--- src/common/pcrb_pkg.sv ---
// constants and carrier types shared by the control register logic
package pcrb_pkg;
  // ==========================================================
  // register select codes
  localparam logic [1:0] PCRB_RS_PORT_A = 2'h0;
  localparam logic [1:0] PCRB_RS_CTRL_A = 2'h1;
  localparam logic [1:0] PCRB_RS_PORT_B = 2'h2;
  localparam logic [1:0] PCRB_RS_CTRL_B = 2'h3;
  // ==========================================================
  // control register field positions
  localparam int PCRB_CR_IRQ_EN = 0;
  localparam int PCRB_CR_EDGE_SEL = 1;
  localparam int PCRB_CR_DIR_ACCESS = 2;
  localparam int PCRB_CR_AUX_IRQ_EN = 3;
  localparam int PCRB_CR_AUX_LEVEL = 3;
  localparam int PCRB_CR_AUX_EDGE_SEL = 4;
  localparam int PCRB_CR_AUX_OUT = 5;
  localparam int PCRB_CR_FLAG_AUX = 6;
  localparam int PCRB_CR_FLAG_EDGE = 7;
  // ==========================================================
  // reset values and write mask
  localparam logic [7:0] PCRB_RESET_VAL = 8'h00;
  localparam logic [7:0] PCRB_CR_WR_MASK = 8'h3F;
  localparam int PCRB_LINES = 4;
  // ==========================================================
  // host bus request carrier
  typedef struct packed {
    logic cs;
    logic rw;
    logic reg_select_hi;
    logic reg_select_lo;
    logic [7:0] wdata;
  } pcrb_bus_req_s;
endpackage

--- src/pcrb_adapter.sv ---
// control register logic of the two-section peripheral adapter
// How it works
// bit 2 steers data versus direction access
// active edge sets flag when line input
// host writes never touch flag bits
// peripheral data read clears section flags
// bit 5 low: aux line is interrupt input
// bit 5 high: aux line driven output
// bit 0 gates edge flag onto irq
// bit 1 picks rising or falling edge
// select code decodes four register locations
// reset zeroes all registers, inputs, irqs off
// direction bit one makes line output
// strobe between edges needed to arm
// irq low while enabled flag set
module pcrb_adapter
  import pcrb_pkg::*;
#(
  parameter int W = 8
)(
  input wire logic sys_clk,
  input wire logic reset_n,
  input wire logic bus_e,
  input wire pcrb_bus_req_s bus_req,
  output logic [7:0] bus_rdata,
  input wire logic a_edge_input,
  input wire logic b_edge_input,
  input wire logic a_aux_line_in,
  output logic a_aux_line_out,
  output logic a_aux_line_oe,
  input wire logic b_aux_line_in,
  output logic b_aux_line_out,
  output logic b_aux_line_oe,
  input wire logic [W-1:0] port_a_in,
  output logic [W-1:0] port_a_out,
  output logic [W-1:0] port_a_oe,
  input wire logic [W-1:0] port_b_in,
  output logic [W-1:0] port_b_out,
  output logic [W-1:0] port_b_oe,
  output logic a_irq_n,
  output logic b_irq_n
);
  // ==========================================================
  // state
  typedef struct packed {
    logic [7:0] section_a_control;
    logic [7:0] section_b_control;
    logic [W-1:0] out_a;
    logic [W-1:0] out_b;
    logic [W-1:0] dir_a;
    logic [W-1:0] dir_b;
    logic [W-1:0] pa_meta;
    logic [W-1:0] pa_sync;
    logic [W-1:0] pb_meta;
    logic [W-1:0] pb_sync;
    logic [7:0] rdata;
  } pcrb_state_s;

  pcrb_state_s state_ff;
  pcrb_state_s nxt_state;
  logic access;
  logic [1:0] code;
  logic clear_a;
  logic clear_b;
  logic [PCRB_LINES-1:0] flags;
  logic [PCRB_LINES-1:0] line_raw;
  logic [PCRB_LINES-1:0] line_rise;
  logic [PCRB_LINES-1:0] line_input;
  logic [PCRB_LINES-1:0] line_clear;
  logic [W-1:0] read_a;
  logic [W-1:0] read_b;

  // ==========================================================
  // bus decode
  assign access = bus_e && bus_req.cs;
  assign code = {bus_req.reg_select_hi, bus_req.reg_select_lo};
  // data reads clear flags only when bit 2 routes to the data register
  assign clear_a = access && bus_req.rw && (code == PCRB_RS_PORT_A)
    && state_ff.section_a_control[PCRB_CR_DIR_ACCESS];
  assign clear_b = access && bus_req.rw && (code == PCRB_RS_PORT_B)
    && state_ff.section_b_control[PCRB_CR_DIR_ACCESS];
  // side A reads the pins, side B reads its latch for output bits
  assign read_a = state_ff.pa_sync[W-1:0];
  assign read_b = (state_ff.out_b & state_ff.dir_b) | (state_ff.pb_sync & ~state_ff.dir_b);

  // ==========================================================
  // per-line wiring: 0 a edge, 1 a aux, 2 b edge, 3 b aux
  assign line_raw = {b_aux_line_in, b_edge_input, a_aux_line_in, a_edge_input};
  assign line_rise = {state_ff.section_b_control[PCRB_CR_AUX_EDGE_SEL],
                      state_ff.section_b_control[PCRB_CR_EDGE_SEL],
                      state_ff.section_a_control[PCRB_CR_AUX_EDGE_SEL],
                      state_ff.section_a_control[PCRB_CR_EDGE_SEL]};
  // edge inputs are always inputs; aux lines only while bit 5 is low
  assign line_input = {~state_ff.section_b_control[PCRB_CR_AUX_OUT], 1'b1,
                       ~state_ff.section_a_control[PCRB_CR_AUX_OUT], 1'b1};
  assign line_clear = {clear_b, clear_b, clear_a, clear_a};

  genvar gi;
  generate
    for (gi = 0; gi < PCRB_LINES; gi++) begin : g_line
      pcrb_edge_flag u_flag (
        .sys_clk(sys_clk),
        .reset_n(reset_n),
        .line_in(line_raw[gi]),
        .rise_sel(line_rise[gi]),
        .input_mode(line_input[gi]),
        .e_strobe(bus_e),
        .clear(line_clear[gi]),
        .flag(flags[gi])
      );
    end
  endgenerate

  // ==========================================================
  // register next state
  always_comb begin
    nxt_state = state_ff;
    nxt_state.pa_meta = port_a_in;
    nxt_state.pa_sync = state_ff.pa_meta;
    nxt_state.pb_meta = port_b_in;
    nxt_state.pb_sync = state_ff.pb_meta;
    if (access && !bus_req.rw) begin
      unique case (code)
        PCRB_RS_PORT_A: begin
          if (state_ff.section_a_control[PCRB_CR_DIR_ACCESS]) begin
            nxt_state.out_a = bus_req.wdata[W-1:0];
          end else begin
            nxt_state.dir_a = bus_req.wdata[W-1:0];
          end
        end
        PCRB_RS_CTRL_A: begin
          // flag bits are not stored here, so writes cannot reach them
          nxt_state.section_a_control = bus_req.wdata & PCRB_CR_WR_MASK;
        end
        PCRB_RS_PORT_B: begin
          if (state_ff.section_b_control[PCRB_CR_DIR_ACCESS]) begin
            nxt_state.out_b = bus_req.wdata[W-1:0];
          end else begin
            nxt_state.dir_b = bus_req.wdata[W-1:0];
          end
        end
        PCRB_RS_CTRL_B: begin
          nxt_state.section_b_control = bus_req.wdata & PCRB_CR_WR_MASK;
        end
      endcase
    end
    if (access && bus_req.rw) begin
      unique case (code)
        PCRB_RS_PORT_A: begin
          nxt_state.rdata = state_ff.section_a_control[PCRB_CR_DIR_ACCESS]
            ? read_a : state_ff.dir_a;
        end
        PCRB_RS_CTRL_A: begin
          nxt_state.rdata = {flags[0], flags[1], state_ff.section_a_control[5:0]};
        end
        PCRB_RS_PORT_B: begin
          nxt_state.rdata = state_ff.section_b_control[PCRB_CR_DIR_ACCESS]
            ? read_b : state_ff.dir_b;
        end
        PCRB_RS_CTRL_B: begin
          nxt_state.rdata = {flags[2], flags[3], state_ff.section_b_control[5:0]};
        end
      endcase
    end
  end

  // synchronous reset zeroes every register
  always_ff @(posedge sys_clk) begin
    if (!reset_n) begin
      state_ff <= '0;
    end else begin
      state_ff <= nxt_state;
    end
  end

  // ==========================================================
  // outputs
  assign bus_rdata = state_ff.rdata;
  assign port_a_out = state_ff.out_a;
  assign port_a_oe = state_ff.dir_a;
  assign port_b_out = state_ff.out_b;
  assign port_b_oe = state_ff.dir_b;
  // aux output follows bit 3 as a plain level; handshake sub-modes left out
  assign a_aux_line_oe = state_ff.section_a_control[PCRB_CR_AUX_OUT];
  assign a_aux_line_out = a_aux_line_oe && state_ff.section_a_control[PCRB_CR_AUX_LEVEL];
  assign b_aux_line_oe = state_ff.section_b_control[PCRB_CR_AUX_OUT];
  assign b_aux_line_out = b_aux_line_oe && state_ff.section_b_control[PCRB_CR_AUX_LEVEL];
  // request low while any enabled flag is set
  assign a_irq_n = !((flags[0] && state_ff.section_a_control[PCRB_CR_IRQ_EN])
    || (flags[1] && state_ff.section_a_control[PCRB_CR_AUX_IRQ_EN]
        && !state_ff.section_a_control[PCRB_CR_AUX_OUT])); // see
  assign b_irq_n = !((flags[2] && state_ff.section_b_control[PCRB_CR_IRQ_EN])
    || (flags[3] && state_ff.section_b_control[PCRB_CR_AUX_IRQ_EN]
        && !state_ff.section_b_control[PCRB_CR_AUX_OUT])); // see
endmodule

--- src/pcrb_edge_flag.sv ---
// one control line: synchroniser, edge sense arming and sticky flag
module pcrb_edge_flag
  import pcrb_pkg::*;
(
  input wire logic sys_clk,
  input wire logic reset_n,
  input wire logic line_in,
  input wire logic rise_sel,
  input wire logic input_mode,
  input wire logic e_strobe,
  input wire logic clear,
  output logic flag
);
  // ==========================================================
  // state
  typedef struct packed {
    logic meta;
    logic sync;
    logic prev;
    logic armed;
    logic flag;
  } pcrb_edge_state_s;

  pcrb_edge_state_s state_ff;
  pcrb_edge_state_s nxt_state;
  logic edge_evt;
  logic set_evt;

  // next state: edge seen only on the synchronised copy
  always_comb begin
    nxt_state = state_ff;
    nxt_state.meta = line_in;
    nxt_state.sync = state_ff.meta;
    nxt_state.prev = state_ff.sync;
    edge_evt = (state_ff.sync == rise_sel) && (state_ff.prev != rise_sel);
    set_evt = input_mode && state_ff.armed && edge_evt;
    // an edge consumes the arming; a strobe at the idle level restores it
    if (edge_evt) begin
      nxt_state.armed = 1'b0;
    end
    if (e_strobe && (state_ff.sync != rise_sel)) begin
      nxt_state.armed = 1'b1;
    end
    // set wins over a clear in the same cycle so no event is lost
    if (clear) begin
      nxt_state.flag = 1'b0;
    end
    if (set_evt) begin
      nxt_state.flag = 1'b1;
    end
  end

  // register the state
  always_ff @(posedge sys_clk) begin
    if (!reset_n) begin
      state_ff <= '0;
    end else begin
      state_ff <= nxt_state;
    end
  end

  assign flag = state_ff.flag;
endmodule

--- config.mk ---
export PLATFORM = sky130hd
export DESIGN_NAME = pcrb_adapter
export DESIGN_NICKNAME = d
export VERILOG_FILES = /design/src/common/pcrb_pkg.sv /design/src/pcrb_adapter.sv /design/src/pcrb_edge_flag.sv
export SDC_FILE = /design/constraint.sdc
export NUM_CORES = 1
export LEC_CHECK = 0
export ABC_AREA = 1
export ABC_CLOCK_PERIOD_IN_PS = 1800
export BUFFER_PORTS_ARGS = -buffer_cell sky130_fd_sc_hd__buf_2
export CORE_ASPECT_RATIO = 0.5
export CORE_UTILIZATION = 30
export DETAILED_ROUTE_END_ITERATION = 10
export PLACE_DENSITY_LB_ADDON = 0.25
export SYNTH_ARGS = -nofsm -noshare
export SYNTH_HDL_FRONTEND = slang
export SYNTH_SLANG_ARGS = --single-unit
export TNS_END_PERCENT = 1
--- constraint.sdc ---
create_clock -name sys_clk -period 1.8 [get_ports sys_clk]
set_clock_uncertainty 0.2 [all_clocks]
set_input_delay 0.54 -clock sys_clk [delete_from_list [all_inputs] [get_ports sys_clk]]
set_output_delay 0.54 -clock sys_clk [all_outputs]
set_load 0.05 [all_outputs]
==> qor.yml, run 1 <==
sta:
  finalCritPeriodShare: 1.02
  worstMarginPinSlew_ns: 0.334
  max_clock_freq_mhz: 545
  fin_ws_ns: -0.0365
  slew_headroom: 0.777
  hold_viol: 0
  finalSetupViolations: 2
  grt_setup_unrepaired: "yes"
  min_period_ns: 1.84
  drv_slew: 0
power:
  clkPwrFrac: 0.417
  power_frac_seq: 0.501
  ir_worst_vdd_v: 0.000472
  switching_share: 0.253
  p_switching_uw: 1210
  internal_power_uw: 3590
  power-per-cell-area_nw_per_um2: 901
  p_leak_uw: 0.00275
  power_frac_comb: 0.082
place:
  dp_hpwl_um: 8180
  io_buffers: 80
  dp.cells: 873
  gp_congestion: 0.841
layout:
  layout.nets: 723
  drive_gt1_frac: 0.211
  fin_cells: 891
  final_core_util: 0.365
  syn_to_final_growth_pct: 17.4
  diodes: 0
  fillCellCount: 1584
logic_synthesis:
  async_reset_ff_frac: 0
  synth_commonest_cells: "nand2_1 (152), dfxtp_1 (104), nor2_1 (96), inv_1 (88), buf_4 (42)"
  syn_inst: 638
  synthFlopType: "dfxtp_1"
  synth_edf_count: 0
  synth_top_area_frac: 0.459
  synth-seq-area-share: 0.459
  syn_avg_cell_area_sq_um: 7.12
  syn_nets: 673
  synth_cell_type_count: 21
  ys_warn_count: 0
  synth_top_area_cell: "dfxtp_1"
  synth.most_common_cell: "nand2_1"
  synth_area_sq_um: 4540
  yosys_register_bits: 104
  synth.area.top_cells: "dfxtp_1 (46%), nand2_1 (13%), nor2_1 (7.9%)"
hold_path:
  hp-class: "primary input to register"
  holdPathStages: 3
critical_path:
  path_delay_family: "flip-flops"
  path_buf_inv: 1
  cp-end-kind: "output pin"
  reg2reg_depth: 6
  cp_num_cells: 4
  cpPeakStageDelay_ns: 0.35
  cp.required_ns: 1.06
  critPathArrivalTime_ns: 1.10
  crit_chain: "nand2_2, nor2_2, a21oi_4, buf_6"
  startpoint_type: "register"
  slowest_stage: "dfxtp_4"
  cp_max_fo: 3
  worstSetupPathType: "register to output pin"
grt:
  gr-total-overflow: 0
  gr-usage-all-layers: 0.148
  antenna_found_initial: 0
  grt_pass1_vias: 3429
  grt_max_degree: 46
  grt_pass1_wl_um: 17500
clock_network:
  clk_pin_slew_ns: 0.07
  cts_made_buffers: 9
  cts_buffer_depth: 2
  worstSkewPairLatency_ns: 0.35
  htreeDepth: 3
  cts_root_buf: "clkbuf_16"
  cts_tree: "built"
  hold_buffers: 0
  cts_sinks: 104
route:
  drt_iter0_drc: 229
  vias: 3692
  via_per_inst: 4.14
  wire_per_inst_um: 12.6
  drt_wl_total_um: 11200
  drc: 0
  ant_nets: 0
  first_pass_iters: 4
run:
  max_cap_viol_count: 0
floorplanning:
  fp-row-count: 31
  die_w_um: 176
  initial_core_util: 0.311
  die-height_um: 89.0
  coreArea_sq_um: 14600
  io_pins: 81
  dieArea_sq_um: 15700
outcome:
  status: "finished with violations"
  violations: "setup timing"
-- repair_timing --
action,in CTS,in global routing
pin swaps,1,1
endpoints found under the setup margin,4,9
gates resized for setup,16,8
setup buffers,2,0
-- flip-flops by register name, indices dropped and copies added (netlist names) --
signal                   flops
port_a_oe                    8
g_line.u_flag.flag           4
g_line.u_flag.state_ff       8
port_b_out                   8
g_line.u_flag.nxt_state      8
line_rise                    4
bus_rdata                    8
state_ff                    14
port_a_out                   8
a_aux_line_oe                1
nxt_state                   16
port_b_oe                    8
b_aux_line_oe                1
read_a                       8
-- stage by stage --
stage                     cell area, sq um  power [uW]  setup slack, ns  setup TNS [ns]  hold slack, ns
after floorplan                       4560        2720           -0.111          -0.151           0.190
after global placement                4960        2850           0.0119               0           0.199
after detailed placement              4960        2860         -0.00998         -0.0276           0.198
after CTS                             5310        4850          -0.0529          -0.104           0.154
after global routing                  5330        4990          -0.0866          -0.144           0.159
final                                 5330        4800          -0.0365         -0.0436           0.164
-- placed cells by master, fill, tap and decap left out, drive strengths merged --
| master | Yosys | layout |
|---|---|---|
| bufinv | 0 | 1 |
| o21ai | 52 | 52 |
| buf | 53 | 93 |
| nand3 | 42 | 42 |
| nor2 | 101 | 101 |
| clkinv | 4 | 8 |
| clkbuf | 7 | 15 |
| nand2 | 158 | 158 |
| a21oi | 10 | 10 |
| inv | 91 | 93 |
| dfxtp | 104 | 104 |
| nor3 | 16 | 16 |
-- power by group through the flow --
| stage | logic [uW] | clock network [uW] | registers [uW] |
|---|---|---|---|
| CTS | 397 | 2050 | 2410 |
| global route | 440 | 2140 | 2410 |
| finish | 395 | 2000 | 2410 |
| floorplan | 270 | 0 | 2450 |
| detailed placement | 394 | 0 | 2460 |
| global placement | 393 | 0 | 2460 |
-- final timing paths --
kind | startpoint | end | slack (ns)
hold reg to reg | nxt_state[25]$_SDFF_PN0_ | read_a[1]$_SDFF_PN0_ | 0.22
setup reg to reg | state_ff[74]$_SDFFE_PN0P_ | port_b_out[2]$_SDFFE_PN0P_ | 0.38
hold / removal | port_a_in[0] | nxt_state[24]$_SDFF_PN0_ | 0.16
setup / recovery | state_ff[83]$_SDFFE_PN0P_ | a_irq_n | -0.04
-- cell families after synthesis --
group                  after synthesis  synth area share
AO/OA/AOI/OAI                       62            0.0683
flip-flops                         104             0.459
buffers and inverters              155             0.171
AND/OR/NAND/NOR                    317             0.302
-- layout make-up --
cell class | instances | area (sq um) | share of cell area
Clock buffer | 9 | 225 | 0.0422
Clock inverter | 7 | 77.6 | 0.0146
Inverter | 95 | 369 | 0.0692
Multi-Input combinational cell | 379 | 1710 | 0.321
Sequential cell | 104 | 2090 | 0.393
Tap cell | 198 | 248 | 0.0465
Timing Repair Buffer | 99 | 604 | 0.113
-- worst min-delay path, stage by stage --
cell and delay [ns]:
buf_2 0.07, nand2_1 0.04, inv_1 0.04
-- per-layer routing --
metal | share of wire | GRT usage
met2 | 0.45 | 0.245
met5 | 0 | 0
met4 | 0.0095 | 0.0427
met1 | 0.49 | 0.183
met3 | 0.052 | 0.0523
Power figures use the tool's default switching activity.
==> run 2: changes to the inputs <==
--- a/config.mk
+++ b/config.mk
@@ -6,11 +6,13 @@
 export NUM_CORES = 1
 export LEC_CHECK = 0
 export ABC_AREA = 1
-export ABC_CLOCK_PERIOD_IN_PS = 1800
+export ABC_CLOCK_PERIOD_IN_PS = 2100
 export BUFFER_PORTS_ARGS = -buffer_cell sky130_fd_sc_hd__buf_2
+export CAP_MARGIN = 10
 export CORE_ASPECT_RATIO = 0.5
 export CORE_UTILIZATION = 30
 export DETAILED_ROUTE_END_ITERATION = 10
+export MAX_ROUTING_LAYER = met4
 export PLACE_DENSITY_LB_ADDON = 0.25
 export SYNTH_ARGS = -nofsm -noshare
 export SYNTH_HDL_FRONTEND = slang
==> constraint.sdc (replaced) <==
create_clock -name sys_clk -period 2.1 [get_ports sys_clk]
set_clock_uncertainty 0.2 [all_clocks]
set_input_delay 0.63 -clock sys_clk [delete_from_list [all_inputs] [get_ports sys_clk]]
set_output_delay 0.63 -clock sys_clk [all_outputs]
set_load 0.05 [all_outputs]
==> qor.yml, run 2 (synthesized netlist as in run 1, its figures left out) <==
place:
  gp_congestion: 0.837  # was 0.841
  dp.cells: 868  # was 873
  dp_hpwl_um: 8330  # was 8180 um
  io_buffers: 80  # unchanged
  postPlaceCellArea_sq_um: 4890  # was 4960 sq um
outcome:
  status: "complete, no violations"  # was finished with violations
layout:
  layout_common_cells: "nand2_1 (152), dfxtp_1 (103), nor2_1 (96), inv_1 (88), buf_2 (79)"  # was nand2_1 (150), dfxtp_1 (98), nor2_1 (94), inv_1 (88), buf_2 (70)
  stdcell_area_sq_um: 5210  # was 5330 sq um
  syn_to_final_growth_pct: 14.8  # was 17.4%
  fin_cells: 884  # was 891
  diodes: 0  # unchanged
  layout.nets: 716  # was 723
  fillCellCount: 1598  # was 1584
  final_core_util: 0.357  # was 0.365
  largest_reg_flops: 16  # unchanged
  drive_gt1_frac: 0.188  # was 0.211
  final_common_cell: "nand2_1"  # unchanged
floorplanning:
  coreArea_sq_um: 14600  # unchanged
  io_pins: 81  # unchanged
  die_w_um: 176  # unchanged
  dieArea_sq_um: 15700  # unchanged
  initial_core_util: 0.311  # unchanged
  fp-row-count: 31  # unchanged
  die-height_um: 89.0  # unchanged
route:
  vias: 3611  # was 3692
  drt_iter0_drc: 171  # was 229
  ant_nets: 0  # unchanged
  drc: 0  # unchanged
  first_pass_iters: 4  # unchanged
  drt_wl_total_um: 11200  # about the same
  wire_per_inst_um: 12.7  # was 12.6 um
  via_per_inst: 4.08  # was 4.14
power:
  p_switching_uw: 1000  # was 1210 uW
  ir_worst_vdd_v: 0.000350  # was 0.000472 V
  p_leak_uw: 0.00270  # was 0.00275 uW
  power-per-cell-area_nw_per_um2: 803  # was 901 nW/um^2
  internal_power_uw: 3180  # was 3590 uW
  switching_share: 0.240  # was 0.253
  power_frac_comb: 0.078  # was 0.082
  power_frac_seq: 0.493  # was 0.501
  clkPwrFrac: 0.430  # was 0.417
critical_path:
  path_buf_inv: 1  # unchanged
  r2r_setup_slack_ns: 0.63  # was 0.38 ns
  worstSetupPathType: "register to output pin"  # unchanged
  crit_start: "state_ff[83]$_SDFFE_PN0P_"  # unchanged
  critPathArrivalTime_ns: 1.20  # was 1.10 ns
  slowest_stage: "dfxtp_1"  # was dfxtp_4
  cp_max_fo: 4  # was 3
  crit_chain: "nand2_1, nor2_1, a21oi_2, buf_2"  # was nand2_2, nor2_2, a21oi_4, buf_6
  reg2reg_depth: 5  # was 6
  cp-end-kind: "output pin"  # unchanged
  cp.required_ns: 1.27  # was 1.06 ns
  cpPeakStageDelay_ns: 0.34  # was 0.35 ns
  r2r_start: "state_ff[82]$_SDFFE_PN0P_"  # was state_ff[74]$_SDFFE_PN0P_
  r2r_end: "port_a_oe[2]$_SDFFE_PN0P_"  # was port_b_out[2]$_SDFFE_PN0P_
  path_delay_family: "flip-flops"  # unchanged
  startpoint_type: "register"  # unchanged
sta:
  grt_setup_unrepaired: "no"  # was yes
  worstMarginPinSlew_ns: 0.504  # was 0.334 ns
  min_period_ns: 2.03
  slew_headroom: 0.663  # was 0.777
  finalSetupViolations: 0  # was 2
  drv_slew: 0  # unchanged
  max_clock_freq_mhz: 492
  fin_tns_setup_ns: 0  # was -0.0436 ns
  hold_viol: 0  # unchanged
  finalCritPeriodShare: 0.968
grt:
  antenna_found_initial: 0  # unchanged
  grt_max_degree: 53  # was 46
  gr-usage-all-layers: 0.153  # was 0.148
  grt_pass1_vias: 3308  # was 3429
  gr-total-overflow: 0  # unchanged
  grt_pass1_wl_um: 17700  # was 17500 um
clock_network:
  post_cts_buffers: 0  # was 2
  cts_root_buf: "clkbuf_16"  # unchanged
  cts_sinks: 104  # unchanged
  clk_pin_slew_ns: 0.07  # about the same
  worstSkewPairLatency_ns: 0.34  # was 0.35 ns
  htreeDepth: 3  # unchanged
  cts_tree: "built"  # unchanged
  cts_made_buffers: 9  # unchanged
  cts_buffer_depth: 2  # unchanged
hold_path:
  holdPathStages: 2  # was 3
  holdPathEnd: "state_ff[8]$_SDFF_PN0_"  # was nxt_state[24]$_SDFF_PN0_
  hp-class: "register to register"  # was primary input to register
  min-delay-start: "nxt_state[8]$_SDFF_PN0_"  # was port_a_in[0]
run:
  max_cap_viol_count: 0  # unchanged
[run 2: changes by cell type in the layout (fill, tap and decap cells not counted), sizes merged]
cell    before  now
buf         93   92
inv         93   92
clkbuf      15   10
clkinv       8    7
bufinv       1    2
[run 2: area by class of cell]
type | instances | area, sq um | share of cell area
Timing Repair Buffer | 92 | 505 | 0.0970
Clock buffer | 10 | 229 | 0.0439
Multi-Input combinational cell | 379 | 1690 | 0.324
Inverter | 95 | 369 | 0.0708
Sequential cell | 104 | 2080 | 0.400
Clock inverter | 6 | 91.3 | 0.0175
Tap cell | 198 | 248 | 0.0475
[run 2: per-stage QoR]
step / setup slack, ns / power, uW / hold WS [ns]
2_1_floorplan: -0.287 / 2330 / 0.190
3_3_place_gp: 0.159 / 2440 / 0.196
3_5_place_dp: 0.117 / 2440 / 0.196
4_1_cts: 0.00461 / 4230 / 0.207
5_1_grt: 0.00435 / 4350 / 0.229
6_report: 0.0669 / 4190 / 0.208
[run 2: how the worst max path moves through the flow]
stage | endpoint | slack, ns | cells after the start
after global placement | port_a_oe[5]$_SDFFE_PN0P_ | 0.16 | 6
after global routing | a_irq_n | 0.004 | 4
after floorplan | b_irq_n | -0.29 | 2
after CTS | b_irq_n | 0.005 | 4
final | a_irq_n | 0.07 | 4
after detailed placement | port_a_oe[5]$_SDFFE_PN0P_ | 0.12 | 6
[run 2: power groups by stage]
stage	clock network, uW	logic, uW	registers [uW]
after detailed placement	0	328	2110
final	1800	325	2060
after floorplan	0	231	2100
after global routing	1910	365	2070
after CTS	1840	329	2060
after global placement	0	327	2110
[run 2: repair_timing]
action / 4_1_cts / 5_1_grt
endpoints found under the setup margin: 1 / 1
gates resized for setup: 1 / 2
hold buffers: 0 / 0
[run 2: layer usage]
| metal | GRT usage | part of all wire |
|---|---|---|
| met5 | - | 0 |
| met4 | 0.0356 | 0.0086 |
| met3 | 0.0387 | 0.042 |
| met2 | 0.239 | 0.45 |
| met1 | 0.200 | 0.50 |
[run 2: worst register-to-register path: cells and delay by family, from the launching register on]
family                 cells  cell delay (ns)
DFF                        1             0.36
AOI/OAI and AO/OA          1             0.08
buffers and inverters      1             0.16
and+or+nand+nor            3             0.61
==> run 3: changes to the inputs <==
--- a/config.mk
+++ b/config.mk
@@ -5,7 +5,6 @@
 export SDC_FILE = /design/constraint.sdc
 export NUM_CORES = 1
 export LEC_CHECK = 0
-export ABC_AREA = 1
 export ABC_CLOCK_PERIOD_IN_PS = 2100
 export BUFFER_PORTS_ARGS = -buffer_cell sky130_fd_sc_hd__buf_2
 export CAP_MARGIN = 10
==> qor.yml, run 3 <==
layout:
  layout_common_cells: "dfxtp_1 (103), buf_2 (78), and2_1 (46), nand3_1 (43), nand2_1 (31)"  # was nand2_1 (152), dfxtp_1 (103), nor2_1 (96), inv_1 (88), buf_2 (79)
  drive_gt1_frac: 0.283  # was 0.188
  syn_to_final_growth_pct: 16.2  # was 14.8%
  final_common_cell: "dfxtp_1"  # was nand2_1
  diodes: 0  # unchanged
  largest_reg_flops: 16  # unchanged
  layout.nets: 521  # was 716
power:
  ir_worst_vdd_v: 0.000414  # was 0.000350 V
  p_leak_uw: 0.00198  # was 0.00270 uW
  power-per-cell-area_nw_per_um2: 853  # was 803 nW/um^2
  p_total_uw: 4180  # was 4190 uW
logic_synthesis:
  synth-seq-area-share: 0.493  # was 0.459
  synthAdderAreaFrac: 0  # unchanged
  synth-xor-area-share: 0  # unchanged
  synth_area_sq_um: 4220  # was 4540 sq um
  synth_top_area_cell: "dfxtp_1"  # unchanged
  synthFlopType: "dfxtp_1"  # unchanged
  ys_warn_count: 0  # unchanged
  synth.area.top_cells: "dfxtp_1 (49%), buf_4 (7.1%), and2_1 (6.8%)"  # was dfxtp_1 (46%), nand2_1 (13%), nor2_1 (7.9%)
  synth_commonest_cells: "dfxtp_1 (104), and2_1 (46), nand3_1 (43), buf_4 (40), nand2_1 (31)"  # was nand2_1 (152), dfxtp_1 (104), nor2_1 (96), inv_1 (88), buf_4 (42)
  yosys.area_share.simple: 0.194  # was 0.302
  synth_edf_count: 0  # unchanged
  syn_nets: 486  # was 673
  synth.most_common_cell: "dfxtp_1"  # was nand2_1
  synth_top_area_frac: 0.493  # was 0.459
  synth_top_family_by_area: "simple AND/OR/NAND/NOR gates"  # unchanged
  synth_compound_area_frac: 0.154  # was 0.0683
  async_reset_ff_frac: 0  # unchanged
  syn_avg_cell_area_sq_um: 9.36  # was 7.12 sq um
  synth_cell_type_count: 43  # was 21
  synth.area.mux_share: 0.0332  # was 0
  yosys_register_bits: 104  # unchanged
  syn_inst: 451  # was 638
hold_path:
  holdPathEnd: "read_a[6]$_SDFF_PN0_"  # was state_ff[8]$_SDFF_PN0_
  min-delay-start: "nxt_state[30]$_SDFF_PN0_"  # was nxt_state[8]$_SDFF_PN0_
  holdPathStages: 1  # was 2
  hp-class: "register to register"  # unchanged
sta:
  min_period_ns: 2.03  # about the same
  slew_headroom: 0.697  # was 0.663
  fin_ws_ns: 0.0681  # was 0.0669 ns
  drv_slew: 0  # unchanged
  max_clock_freq_mhz: 492  # about the same
  hold_viol: 0  # unchanged
  grt_setup_unrepaired: "no"  # unchanged
  finalCritPeriodShare: 0.968  # about the same
  finalSetupViolations: 0  # unchanged
  worstMarginPinSlew_ns: 0.454  # was 0.504 ns
route:
  met1_length_um: 4750  # was 5660 um
  vias: 3059  # was 3611
  drt_iter0_drc: 165  # was 171
  first_pass_iters: 4  # unchanged
  wire_per_inst_um: 14.1  # was 12.7 um
  routed-wl-met2_um: 4250  # was 5020 um
  ant_nets: 0  # unchanged
  drt_wl_total_um: 9600  # was 11200 um
  wl_met3_um: 537  # was 470 um
  dr.max_layer_used: "met4"  # unchanged
  drc: 0  # unchanged
  via_per_inst: 4.48  # was 4.08
grt:
  antenna_found_initial: 0  # unchanged
  grt_pass1_wl_um: 15000  # was 17700 um
  grt_pass1_vias: 2746  # was 3308
  gr-usage-all-layers: 0.142  # was 0.153
  grt_max_degree: 65  # was 53
  gr-total-overflow: 0  # unchanged
critical_path:
  r2r_start: "state_ff[74]$_SDFFE_PN0P_"  # was state_ff[82]$_SDFFE_PN0P_
  critPathArrivalTime_ns: 1.20  # about the same
  r2r_setup_slack_ns: 0.44  # was 0.63 ns
  cp.required_ns: 1.27  # about the same
  cp_max_fo: 2  # was 4
  startpoint_type: "register"  # unchanged
  cp-end-kind: "output pin"  # unchanged
  r2r_end: "port_b_oe[4]$_SDFFE_PN0P_"  # was port_a_oe[2]$_SDFFE_PN0P_
  worstSetupPathType: "register to output pin"  # unchanged
  reg2reg_depth: 3  # was 5
floorplanning:
  die-height_um: 85.9  # was 89.0 um
  initial_core_util: 0.310  # was 0.311
  dieArea_sq_um: 14600  # was 15700 sq um
  coreArea_sq_um: 13600  # was 14600 sq um
  fp-row-count: 30  # was 31
  die_w_um: 170  # was 176 um
  io_pins: 81  # unchanged
clock_network:
  hold_buffers: 0  # unchanged
  cts_tree: "built"  # unchanged
  worstSkewPairLatency_ns: 0.34  # about the same
  clk_pin_slew_ns: 0.07  # about the same
  cts_buffer_depth: 2  # unchanged
  cts_made_buffers: 9  # unchanged
  htreeDepth: 3  # unchanged
  cts_root_buf: "clkbuf_16"  # unchanged
  cts_sinks: 104  # unchanged
outcome:
  status: "complete, no violations"  # unchanged
place:
  gp_congestion: 0.778  # was 0.837
  dp_hpwl_um: 6940  # was 8330 um
  pre_cts_ws_ns: -0.0231  # was 0.117 ns
  io_buffers: 80  # unchanged
run:
  max_cap_viol_count: 0  # unchanged
-- run 3: cell count changes in the layout (fill, tap and decap cells not counted), moves of 8 or more --
| cell | before | now |
|---|---|---|
| inv_1 | 88 | 12 |
| o21ai_2 | 0 | 16 |
| nor2_1 | 96 | 7 |
| nand2_1 | 152 | 31 |
| mux2i_1 | 0 | 14 |
| nor3_1 | 16 | 1 |
| a31oi_1 | 0 | 8 |
| and2_1 | 0 | 46 |
| o21ai_0 | 37 | 26 |
| o22ai_1 | 0 | 9 |
-- run 3: cell type report --
| cell class | instances | area, sq um |
|---|---|---|
| Clock buffer | 11 | 243 |
| Clock inverter | 5 | 104 |
| Fill cell | 1439 | 8720 |
| Inverter | 13 | 48.8 |
| Multi-Input combinational cell | 264 | 1640 |
| Sequential cell | 104 | 2080 |
| Tap cell | 192 | 240 |
| Timing Repair Buffer | 94 | 543 |
-- run 3: kinds of logic after synthesis --
kind of cell / Yosys count
AOI/OAI and AO/OA: 101
buffers and inverters: 83
DFF: 104
muxes: 14
and+or+nand+nor: 149
-- run 3: where the power goes --
| group | leakage, uW | switching, uW | internal (uW) |
|---|---|---|---|
| sequential | 0.000848 | 24.4 | 2020 |
| combinational | 0.000967 | 134 | 83.8 |
| clock | 0.000170 | 722 | 1200 |
| total | 0.00198 | 880 | 3300 |
-- run 3: worst max-delay path, cell delays in order, from the launching register on --
cell and delay, ns:
dfxtp_1 0.33, inv_1 0.09, a32oi_4 0.25, buf_6 0.19
-- run 3: timing repair --
| action | 4_1_cts | 5_1_grt |
|---|---|---|
| pin swaps | 0 | 0 |
| resized for setup | 2 | 2 |
| setup buffers | 0 | 0 |
| endpoints found under the setup margin | 2 | 2 |
-- run 3: worst max-delay path by stage --
stage / start / endpoint / slack, ns
floorplan: a_aux_line_oe$_SDFFE_PN0P_ / a_irq_n / -0.02
global placement: bus_req[10] / port_a_oe[3]$_SDFFE_PN0P_ / -0.02
detailed placement: bus_req[10] / port_a_oe[1]$_SDFFE_PN0P_ / -0.02
CTS: a_aux_line_oe$_SDFFE_PN0P_ / a_irq_n / 0.02
global route: b_aux_line_oe$_SDFFE_PN0P_ / b_irq_n / 0.03
finish: a_aux_line_oe$_SDFFE_PN0P_ / a_irq_n / 0.07
-- run 3: metal layers --
layer | global-route usage | up-vias
met5 | - | -
met4 | 0.0344 | 0
met3 | 0.0429 | 6
met2 | 0.206 | 50
met1 | 0.191 | 1427
li1 | - | 1576
-- run 3: metrics by stage --
| stage | hold slack [ns] | utilization | cells | instance area [sq um] | setup TNS (ns) |
|---|---|---|---|---|---|
| 6_report | 0.227 | 0.360 | 683 | 4900 | 0 |
| 5_1_grt | 0.248 | 0.360 | 683 | 4900 | 0 |
| 4_1_cts | 0.231 | 0.359 | 683 | 4900 | 0 |
| 3_5_place_dp | 0.217 | 0.334 | 667 | 4550 | -0.120 |
| 3_3_place_gp | 0.217 | 0.334 | 667 | 4550 | -0.0869 |
| 2_1_floorplan | 0.212 | - | 451 | 4260 | -0.0228 |
